<file path="config.mk">
export PLATFORM = sky130hd
export DESIGN_NAME = mca_host
export DESIGN_NICKNAME = d
export VERILOG_FILES = /design/src/shared/mca_pkg.sv /design/src/rtl/mca_tmr.sv /design/src/rtl/mca_host.sv
export SDC_FILE = /design/constraint.sdc
export NUM_CORES = 1
export LEC_CHECK = 0
export ABC_AREA = 1
export BUFFER_PORTS_ARGS = -buffer_cell sky130_fd_sc_hd__buf_2
export CAP_MARGIN = 40
export CORE_MARGIN = 10
export CORE_UTILIZATION = 52
export CTS_BUF_LIST = sky130_fd_sc_hd__clkbuf_2
export CTS_CLUSTER_DIAMETER = 150
export DETAILED_ROUTE_END_ITERATION = 16
export GPL_ROUTABILITY_DRIVEN = 1
export HOLD_SLACK_MARGIN = 0.05
export PLACE_DENSITY = 0.83
export SETUP_SLACK_MARGIN = 0.1
export SLEW_MARGIN = 20
export SYNTH_ARGS = -nofsm -noshare
export SYNTH_HDL_FRONTEND = slang
export SYNTH_SLANG_ARGS = --single-unit
</file>
<file path="constraint.sdc">
create_clock -name mclk -period 2.6 [get_ports mclk]
set_clock_uncertainty 0.1 [all_clocks]
set_input_delay 0 -clock mclk [delete_from_list [all_inputs] [get_ports mclk]]
set_output_delay 0 -clock mclk [all_outputs]
set_load 0.02 [all_outputs]
</file>
<file path="src/shared/mca_pkg.sv">
// Shared constants, timing counts and state type for the memory card host controller.
package mca_pkg;
  // ==========================================================================
  // Bus shape
  localparam int ADDR_W = 26;
  localparam int DATA_W = 16;
  localparam int CNT_W = 8;

  // ==========================================================================
  // Clock
  localparam int CLK_NS = 50;

  // ==========================================================================
  // Card cycle times in ns
  localparam int ADDR_SU_NS = 30;
  localparam int ADDR_HOLD_NS = 20;
  localparam int CMN_ACC_NS = 250;
  localparam int ATR_ACC_NS = 300;
  localparam int WR_PULSE_NS = 150;
  localparam int WR_REC_NS = 30;
  localparam int OE_DIS_NS = 100;
  localparam int WAIT_MAX_NS = 12000;

  // ==========================================================================
  // Cycle counts; least times round up, the longest wait rounds down
  localparam int ADDR_SU_CYC = (ADDR_SU_NS + CLK_NS - 1) / CLK_NS;
  localparam int ADDR_HOLD_CYC = (ADDR_HOLD_NS + CLK_NS - 1) / CLK_NS;
  localparam int CMN_STB_CYC = (CMN_ACC_NS - ADDR_SU_CYC * CLK_NS + CLK_NS - 1) / CLK_NS;
  localparam int ATR_STB_CYC = (ATR_ACC_NS - ADDR_SU_CYC * CLK_NS + CLK_NS - 1) / CLK_NS;
  localparam int WR_PULSE_CYC = (WR_PULSE_NS + CLK_NS - 1) / CLK_NS;
  localparam int WR_REC_CYC = (WR_REC_NS + CLK_NS - 1) / CLK_NS;
  localparam int OE_DIS_CYC = (OE_DIS_NS + CLK_NS - 1) / CLK_NS;
  localparam int WAIT_MAX_CYC = WAIT_MAX_NS / CLK_NS;

  // ==========================================================================
  // Sequencer states
  typedef enum logic [2:0] {
    MCA_IDLE,
    MCA_SETUP,
    MCA_STROBE,
    MCA_HOLD,
    MCA_TURN
  } mca_state_t;
endpackage : mca_pkg

</file>
<file path="src/rtl/mca_tmr.sv">
// Down counter that times each phase of a card cycle.
`timescale 1ns/1ns
module mca_tmr #(
  parameter int CNT_W = 8
) (
  input wire logic mclk,
  input wire logic rst,
  input wire logic load,
  input wire logic [CNT_W-1:0] load_val,
  output logic zero
);
  logic [CNT_W-1:0] cnt_r;

  always_ff @(posedge mclk or posedge rst) begin
    if (rst) begin
      cnt_r <= '0;
    end else if (load) begin
      cnt_r <= load_val;
    end else if (cnt_r != '0) begin
      cnt_r <= cnt_r - 1'b1;
    end
  end

  assign zero = (cnt_r == '0);
endmodule : mca_tmr

</file>
<file path="src/rtl/mca_host.sv">
// Host socket controller that runs read and write cycles on a memory card bus.
`timescale 1ns/1ns
module mca_host #(
  parameter int WAIT_TMO_CYC = mca_pkg::WAIT_MAX_CYC
) (
  input wire logic mclk,
  input wire logic rst,
  input wire logic req_valid,
  input wire logic req_write,
  input wire logic req_attr,
  input wire logic req_word,
  input wire logic [mca_pkg::ADDR_W-1:0] req_addr,
  input wire logic [mca_pkg::DATA_W-1:0] req_wdata,
  input wire logic wait_en,
  output logic req_ready,
  output logic [mca_pkg::DATA_W-1:0] rd_data,
  output logic rd_valid,
  output logic done,
  output logic wait_tmo,
  output logic [mca_pkg::ADDR_W-1:0] addr_lines,
  output logic attr_sel_n,
  output logic card_sel_low_n,
  output logic card_sel_high_n,
  output logic out_en_n,
  output logic write_strobe_n,
  input wire logic [mca_pkg::DATA_W-1:0] data_lines_i,
  output logic [mca_pkg::DATA_W-1:0] data_lines_o,
  output logic data_lines_oe_n,
  input wire logic wait_n
);
  localparam int CW = mca_pkg::CNT_W;

  // ==========================================================================
  // Elaboration checks
  if (WAIT_TMO_CYC < 1 || WAIT_TMO_CYC >= (1 << CW)) begin : g_chk_tmo
    $error("WAIT_TMO_CYC out of range");
  end
  if (mca_pkg::ATR_STB_CYC >= (1 << CW) || mca_pkg::OE_DIS_CYC >= (1 << CW)) begin : g_chk_cnt
    $error("phase count exceeds timer width");
  end

  localparam logic [CW-1:0] SU_V = CW'(mca_pkg::ADDR_SU_CYC - 1);
  localparam logic [CW-1:0] CMN_STB_V = CW'(mca_pkg::CMN_STB_CYC - 1);
  localparam logic [CW-1:0] ATR_STB_V = CW'(mca_pkg::ATR_STB_CYC - 1);
  localparam logic [CW-1:0] WR_STB_V = CW'(mca_pkg::WR_PULSE_CYC - 1);
  localparam logic [CW-1:0] RD_HOLD_V = CW'(mca_pkg::ADDR_HOLD_CYC - 1);
  localparam logic [CW-1:0] WR_HOLD_V = CW'(mca_pkg::WR_REC_CYC - 1);
  localparam logic [CW-1:0] TURN_V = CW'(mca_pkg::OE_DIS_CYC - 1);
  localparam logic [CW-1:0] TMO_V = CW'(WAIT_TMO_CYC);

  mca_pkg::mca_state_t state_r;
  logic wr_r;
  logic attr_r;
  logic [CW-1:0] wait_cnt_r;
  logic tmr_zero;
  logic tmr_load;
  logic [CW-1:0] tmr_val;
  logic take;
  logic su_end;
  logic stb_end;
  logic hold_end;
  logic turn_end;
  logic card_waits;
  logic tmo_hit;

  // ==========================================================================
  // Phase decode
  assign take = (state_r == mca_pkg::MCA_IDLE) && req_valid && req_ready;
  assign su_end = (state_r == mca_pkg::MCA_SETUP) && tmr_zero;
  assign card_waits = wait_en && !wait_n;
  assign tmo_hit = (wait_cnt_r >= TMO_V);
  // The wait line is only looked at once the least strobe time has run out.
  assign stb_end = (state_r == mca_pkg::MCA_STROBE) && tmr_zero && (!card_waits || tmo_hit);
  assign hold_end = (state_r == mca_pkg::MCA_HOLD) && tmr_zero;
  assign turn_end = (state_r == mca_pkg::MCA_TURN) && tmr_zero;

  always_comb begin
    tmr_load = 1'b0;
    tmr_val = '0;
    if (take) begin
      tmr_load = 1'b1;
      tmr_val = SU_V;
    end else if (su_end) begin
      tmr_load = 1'b1;
      if (wr_r) begin
        tmr_val = WR_STB_V;
      end else if (attr_r) begin
        tmr_val = ATR_STB_V;
      end else begin
        tmr_val = CMN_STB_V;
      end
    end else if (stb_end) begin
      tmr_load = 1'b1;
      tmr_val = wr_r ? WR_HOLD_V : RD_HOLD_V;
    end else if (hold_end && !wr_r) begin
      tmr_load = 1'b1;
      tmr_val = TURN_V;
    end
  end

  mca_tmr #(
    .CNT_W(CW)
  ) u_tmr (
    .mclk(mclk),
    .rst(rst),
    .load(tmr_load),
    .load_val(tmr_val),
    .zero(tmr_zero)
  );

  // ==========================================================================
  // Sequencer
  always_ff @(posedge mclk or posedge rst) begin
    if (rst) begin
      state_r <= mca_pkg::MCA_IDLE;
    end else begin
      case (state_r)
        mca_pkg::MCA_IDLE: begin
          if (take) begin
            state_r <= mca_pkg::MCA_SETUP;
          end
        end
        mca_pkg::MCA_SETUP: begin
          if (su_end) begin
            state_r <= mca_pkg::MCA_STROBE;
          end
        end
        mca_pkg::MCA_STROBE: begin
          if (stb_end) begin
            state_r <= mca_pkg::MCA_HOLD;
          end
        end
        mca_pkg::MCA_HOLD: begin
          if (hold_end) begin
            // After a read the card may still drive data; give it time to let go.
            state_r <= wr_r ? mca_pkg::MCA_IDLE : mca_pkg::MCA_TURN;
          end
        end
        mca_pkg::MCA_TURN: begin
          if (turn_end) begin
            state_r <= mca_pkg::MCA_IDLE;
          end
        end
        default: begin
          state_r <= mca_pkg::MCA_IDLE;
        end
      endcase
    end
  end

  always_ff @(posedge mclk or posedge rst) begin
    if (rst) begin
      req_ready <= 1'b0;
    end else if (take) begin
      req_ready <= 1'b0;
    end else if (state_r == mca_pkg::MCA_IDLE || (hold_end && wr_r) || turn_end) begin
      req_ready <= 1'b1;
    end
  end

  always_ff @(posedge mclk or posedge rst) begin
    if (rst) begin
      wr_r <= 1'b0;
      attr_r <= 1'b0;
    end else if (take) begin
      wr_r <= req_write;
      attr_r <= req_attr;
    end
  end

  always_ff @(posedge mclk or posedge rst) begin
    if (rst) begin
      wait_cnt_r <= '0;
    end else if (su_end) begin
      wait_cnt_r <= '0;
    end else if (state_r == mca_pkg::MCA_STROBE && tmr_zero && card_waits && !tmo_hit) begin
      wait_cnt_r <= wait_cnt_r + 1'b1;
    end
  end

  // ==========================================================================
  // Card pins
  always_ff @(posedge mclk or posedge rst) begin
    if (rst) begin
      addr_lines <= '0;
      attr_sel_n <= 1'b1;
      card_sel_low_n <= 1'b1;
      card_sel_high_n <= 1'b1;
    end else if (take) begin
      // All 26 lines are driven as given; A0 picks the byte lane in byte mode.
      addr_lines <= req_addr;
      attr_sel_n <= !req_attr;
      card_sel_low_n <= 1'b0;
      card_sel_high_n <= !req_word;
    end else if (hold_end) begin
      attr_sel_n <= 1'b1;
      card_sel_low_n <= 1'b1;
      card_sel_high_n <= 1'b1;
    end
  end

  always_ff @(posedge mclk or posedge rst) begin
    if (rst) begin
      out_en_n <= 1'b1;
      write_strobe_n <= 1'b1;
    end else if (su_end) begin
      // Only one strobe per cycle; plain write cycles, no programming sequence.
      out_en_n <= wr_r;
      write_strobe_n <= !wr_r;
    end else if (stb_end) begin
      out_en_n <= 1'b1;
      write_strobe_n <= 1'b1;
    end
  end

  always_ff @(posedge mclk or posedge rst) begin
    if (rst) begin
      data_lines_o <= '0;
      data_lines_oe_n <= 1'b1;
    end else if (take && req_write) begin
      // Output enable has been high for the turnaround time by now.
      data_lines_o <= req_wdata;
      data_lines_oe_n <= 1'b0;
    end else if (hold_end) begin
      data_lines_oe_n <= 1'b1;
    end
  end

  // ==========================================================================
  // Results
  always_ff @(posedge mclk or posedge rst) begin
    if (rst) begin
      rd_data <= '0;
    end else if (stb_end && !wr_r) begin
      rd_data <= data_lines_i;
    end
  end

  always_ff @(posedge mclk or posedge rst) begin
    if (rst) begin
      rd_valid <= 1'b0;
      done <= 1'b0;
    end else begin
      rd_valid <= hold_end && !wr_r;
      done <= hold_end;
    end
  end

  always_ff @(posedge mclk or posedge rst) begin
    if (rst) begin
      wait_tmo <= 1'b0;
    end else if (take) begin
      wait_tmo <= 1'b0;
    end else if (stb_end && card_waits) begin
      wait_tmo <= 1'b1;
    end
  end
endmodule : mca_host

</file>
# ---- Word level (Yosys, flattened, before mapping)
# Index checks and enable logic that the tools add are counted.
dict set report totals {
  elab_cells 98
  ff_bits 89
  inputBits 66
  out_inout_bits 68
}
dict set report op_classes {
  eq_ne 9
  magnitude_cmp 1
  n_reduce_logical 35
  addsub 2
  mux 33
}
# op count
set op_table {}
lappend op_table {{8-bit two-way mux} 6}
lappend op_table {{3-bit two-way mux} 8}
lappend op_table {{1-bit two-way mux} 18}
lappend op_table {{1-bit logical AND} 15}
lappend op_table {{3-bit case mux with 5 select lines} 1}
lappend op_table {{2-bit nonzero test} 7}
lappend op_table {{2-bit inequality test, second input constant} 5}
lappend op_table {{8-bit by 1-bit adder with 8-bit output, second input constant} 1}
lappend op_table {{8-bit greater-or-equal comparator, second input constant} 1}
lappend op_table {{8-bit zero test} 1}
lappend op_table {{8-bit nonzero test} 1}
lappend op_table {{8-bit by 1-bit subtractor with 8-bit output, second input constant} 1}
lappend op_table {{3-bit by 2-bit equality test with 1-bit output, second input constant} 2}
lappend op_table {{1-bit zero test} 6}
lappend op_table {{5-bit AND reduction} 1}
lappend op_table {{3-bit by 1-bit equality test with 1-bit output, second input constant} 1}
lappend op_table {{3-bit equality test, second input constant} 1}
lappend op_table {{3-bit zero test} 1}
lappend op_table {{1-bit logical OR} 3}

# ---- Longest topological paths before layout
dict set report logic_depth {
  depth_word 9
  mapped_depth 11
  depth_no_buf 11
}

# ---- Modules after synthesis
# Synthesis repeated with hierarchy kept, for this count alone.
dict set report unflattened {
  cells_unflattened 468
  hier_area_um2 3985.1
}
# module n_inst seq_area_each_um2 cells_each area_per_inst_um2
set modules_own_cells {}
lappend modules_own_cells {mca_host 1 2034.5 397 3454.6}
lappend modules_own_cells {mca_tmr 1 200.2 71 530.5}

# ---- Worst setup path after synthesis
# OpenSTA, ideal clock, no wires.
dict set report synth_timing {
  path_kind {flip-flop to flip-flop}
  startpoint {reg u_tmr.cnt_r[0]}
  endpoint {reg rd_data[0] in the netlist's numbering}
  setup_slack_ns 0.982
  path_stages_with_launch 11
  required_time_ns 2.383
  path_buffers 1
  setup_ns 0.117
  synth_period_minus_slack_ns 1.618
  arrival_time_ns 1.401
  path_cell_list {dfrtp_1 inv_1 ha_1 nand2_4 nor2_8 nand3_4 clkinv_2 nand2_4 buf_6 nand2_1 nand2_1}
}
dict set report synth_between {
  elab_chain_cells 4
}
# item line_no
set synth_rtl {}
lappend synth_rtl {{from (decl)} mca_tmr.sv:12} ;# logic [CNT_W-1:0] cnt_r;
lappend synth_rtl {{from (signal assigned)} mca_tmr.sv:18} ;# cnt_r <= load_val;
lappend synth_rtl {{from (signal assigned)} mca_tmr.sv:20} ;# cnt_r <= cnt_r - 1'b1;
lappend synth_rtl {{8-bit zero test} mca_tmr.sv:24} ;# assign zero = (cnt_r == '0);
lappend synth_rtl {{1-bit logical AND (2 in a row)} mca_host.sv:73} ;# assign stb_end = (state_r == mca_pkg::MCA_STROBE) && tmr_zero && (!card_waits || tmo_hit);
lappend synth_rtl {{1-bit logical AND} mca_host.sv:234} ;# end else if (stb_end && !wr_r) begin
lappend synth_rtl {{to (signal assigned)} mca_host.sv:235} ;# rd_data <= data_lines_i;
lappend synth_rtl {{to (decl)} mca_host.sv:16} ;# output logic [mca_pkg::DATA_W-1:0] rd_data,
# Every way passes these cells.
# A chain may end at the register's enable or synchronous reset.

# ---- Worst setup path after layout
dict set report layout_timing {
  startpoint {reg state_r[2]}
  endpoint {reg addr_lines[19] in the netlist's numbering}
}
dict set report layout_between {
  elab_chain_cells 3
}
# item line_no
set layout_rtl {}
lappend layout_rtl {{from (decl)} mca_host.sv:51} ;# mca_pkg::mca_state_t state_r;
lappend layout_rtl {{from (signal assigned)} mca_host.sv:115} ;# state_r <= mca_pkg::MCA_IDLE;
lappend layout_rtl {{from (signal assigned)} mca_host.sv:120} ;# state_r <= mca_pkg::MCA_SETUP;
lappend layout_rtl {{from (signal assigned)} mca_host.sv:125} ;# state_r <= mca_pkg::MCA_STROBE;
lappend layout_rtl {{3-bit zero test} mca_host.sv:68} ;# assign take = (state_r == mca_pkg::MCA_IDLE) && req_valid && req_ready;
lappend layout_rtl {{1-bit logical AND (2 in a row)} mca_host.sv:68}
lappend layout_rtl {{to (signal assigned)} mca_host.sv:191} ;# addr_lines <= req_addr;
lappend layout_rtl {{to (decl)} mca_host.sv:20} ;# output logic [mca_pkg::ADDR_W-1:0] addr_lines,
# Every way passes these cells.

==> metrics.md <==
| Metric | Value |
|---|---|
| Status | complete, no violations |
| Vias in the first global route | 4656 |
| CP startpoint | state_r[2] |
| Fin crit share | 95.4% |
| Most common cell after layout, fill and taps aside | nand2_1 |
| Gate power share | between 50% and 60% |
| Reg-to-reg endpoint | addr_lines[19] |
| Final hold slack | between 50 and 60 ps |
| Register bit total from synthesis | 89 |
| Fin util | slightly above 80% |
| Sw Share | about half |
| Clock H-tree levels | 3 |
| Post-synthesis cell area | 0.00388 mm^2 |
| Cell area after layout | slightly above 0.006 mm^2 |
| First-pass GRT wire length | 24800 um |
| Drt wl/cell | ~20 um |
| Pwr Total | between 6000 and 7000 uW |
| Initial Util | 53.5% |
| Die width | around 110 um |
| RSZ-0062 raised after global routing | no |
| DRT Wirelength | around 16000 um |
| Share of layout cells above drive strength 1 | about 28% |
| Sequential fraction of the synthesis area | between 50 and 60% |
| FF-to-FF path depth | 8 |
| Clock Latency Late Sink | approximately 600 ps |
| Cells after Synth | 438 |
| Startpoint Class | register |
| Initial DRC count | approximately 410 |
| Fill count | about 330 |
| Average cell area after synthesis | 8.86 um^2 |
| Synth-to-layout area growth | 55.6% |
| Largest net degree at the start of global routing | between 50 and 60 |
| Worst Setup EP | addr_lines[19] |
| # nets final | 771 |
| Worst Setup End Kind | register |
| CTS Buf Count | 9 |
| Initial antenna violation count | 0 |
| Max_cap viols | 0 |
| Gr usage total | between 20 and 30% |
| Clock transition at path regs | between 200 and 300 ps |
| Dpl hpwl | ~7200 um |
| Arrival @ worst endpoint | ~2900 ps |
| TritonCTS clock tree | yes |
| Slew HR | between 50% and 60% |
| Grt ovf | 0 |
| Vias | 4451 |
| Most frequent cells in the layout | nand2_1 (189), buf_2 (133), dlygate4sd3_1 (124) |
| IO buf count | approximately 130 |
| Slew Viols, Final | 0 |
| Rows | 31 |
| Max Fclk | around 400 MHz |
| Syn_nets | 507 |
| Longest Clk Path Bufs | 2 |
| DR pass1 iterations | 6 |
| Worst r2r src | state_r[2] |
| Maximum vdd drop | 0.000821 V |
| WS Path Type | reg2reg |
| Post-route DRC violation count | 0 |
| Clk root buf | clkbuf_2 |
| Endpoints failing hold | 0 |
| CTS sink cnt | 89 |
| Die Ht | approximately 110 um |
| Max FO, Critical Path | 13 |
| Detail Route Antenna Nets | 0 |
| Area of the multi-input gates | 0.00146 mm^2 |
| GPL Wtd Cong | 0.840 |
| Register area | 0.00224 mm^2 |
| CP required | approximately 3000 ps |
| Setup Total Neg Slack | 0 ps |
| Core ar. | around 0.0073 mm^2 |
| Placed Instance Area | ~0.0046 mm^2 |
| Yosys warns | 0 |
| # IOs | ~130 |
| Power Internal | ~3200 uW |
| PwrDens | 1020 mW/mm^2 |
| Period minus WS final | about 2500 ps |
| Net Sw Power | 2970 uW |
| Clock Power Share | ~11% |
| Worst-margin pin slew | about 710 ps |
| Leak | approximately 0.0032 uW |
| Reg2Reg Setup Slack | between 100 and 150 ps |
| Diode count | 0 |
| Final Setup Violations | 0 |
| Worst min path class | in2reg |
| Via density | 5.52 |
| Die Area | 0.0113 mm^2 |
| Cell variety after synth | 32 |
| Seq pwr share | about 38% |
-- state kept, by name (all words and copies together), names as in the netlist, 3 cells and up --
name	cells
addr_lines	26
data_lines_o	16
rd_data	16
state_r	3
u_tmr.cnt_r	8
wait_cnt_r	8
-- metrics by stage --
step                setup slack [ps]  cells
floorplan                        203    438
global placement                 721    659
detailed placement               613    659
CTS                              120    799
global route                    54.4    806
finish                           121    806
-- synthesized netlist by cell type --
cell,instances,area [um^2]
a21oi_1,11,55.1
a21oi_2,2,17.5
buf_2,7,35.0
buf_4,2,15.0
buf_6,4,45.0
clkbuf_1,2,7.51
clkinv_2,1,5.00
dfrtp_1,83,2080
dfstp_2,6,158
ha_1,3,37.5
inv_1,23,86.3
inv_2,4,15.0
nand2_1,190,713
nand2_2,4,25.0
nand2_4,3,33.8
nand3_1,31,155
nand3_4,2,35.0
nand4_1,3,18.8
nor2_1,20,75.1
nor2_2,5,31.3
nor2_4,2,22.5
nor2_8,1,20.0
nor3_1,6,30.0
nor3b_2,1,12.5
o2111ai_1,1,8.76
o211ai_1,1,7.51
o21a_1,1,7.51
o21ai_0,9,45.0
o21ai_1,1,5.00
o21ai_2,1,8.76
xnor2_1,2,17.5
xor2_1,6,52.6
-- power by group through the flow --
stage	combinational, uW	sequential [uW]	clock, uW
floorplan	1130	2740	0
global route	3400	2360	732
CTS	2770	2210	646
detailed placement	2400	2230	0
finish	3170	2320	681
global placement	2330	2220	0
-- cell families (layout without fill, tap and decap cells) --
family / Yosys count / after routing / synth area share, %
AND/OR/NAND/NOR: 268 / 268 / 30.2
adder cells (fa/ha/maj): 3 / 3 / 0.968
flip-flops: 89 / 89 / 57.6
XOR/XNOR: 8 / 8 / 1.81
AO/OA/AOI/OAI: 27 / 27 / 4.00
buffers and inverters: 43 / 312 / 5.39
-- timing repair --
action,in CTS,in global routing
setup buffers,0,7
gates resized for setup,0,10
setup endpoints to repair,0,12
hold buffers,124,0
hold endpoints to repair,166,0
-- metal layers --
| layer | vias to the layer above | GRT usage (%) | routed length, um |
|---|---|---|---|
| met5 | - | 0 | 0 |
| met4 | 0 | 20.7 | 1360 |
| met3 | 124 | 8.39 | 1610 |
| met2 | 371 | 47.2 | 7910 |
| met1 | 2062 | 28.3 | 5230 |
| li1 | 1894 | - | - |
-- critical path: stages (launching register included) --
cell           delay [ps]
dfrtp_1               490
nor2_2                160
nand2_2                90
nor2_4                140
buf_8                 160
nand2_1                60
dlygate4sd3_1         550
nand2_1                60
dlygate4sd3_1         610
-- worst min-delay path by stage --
stage                      from         endpoint  slack, ps  cells past startpoint
2_1_floorplan          req_attr       attr_sel_n        -50                      1
3_3_place_gp                rst    addr_lines[5]         20                      2
3_5_place_dp                rst   addr_lines[25]         30                      2
4_1_cts            req_wdata[8]  data_lines_o[8]         50                      4
5_1_grt        data_lines_i[14]      rd_data[14]         70                      4
6_report           req_wdata[2]  data_lines_o[2]         60                      4
-- area by class of cell --
class                   instances  share of cell area [%]
clock buffers                  10                   0.829
clock inverters                 6                   0.829
inverters                      28                    1.82
multi-input cells             306                    24.1
flip-flops and latches         89                    37.1
well taps                      99                    2.05
repair buffers                268                    33.3
(Power assumes the default switching activity.)
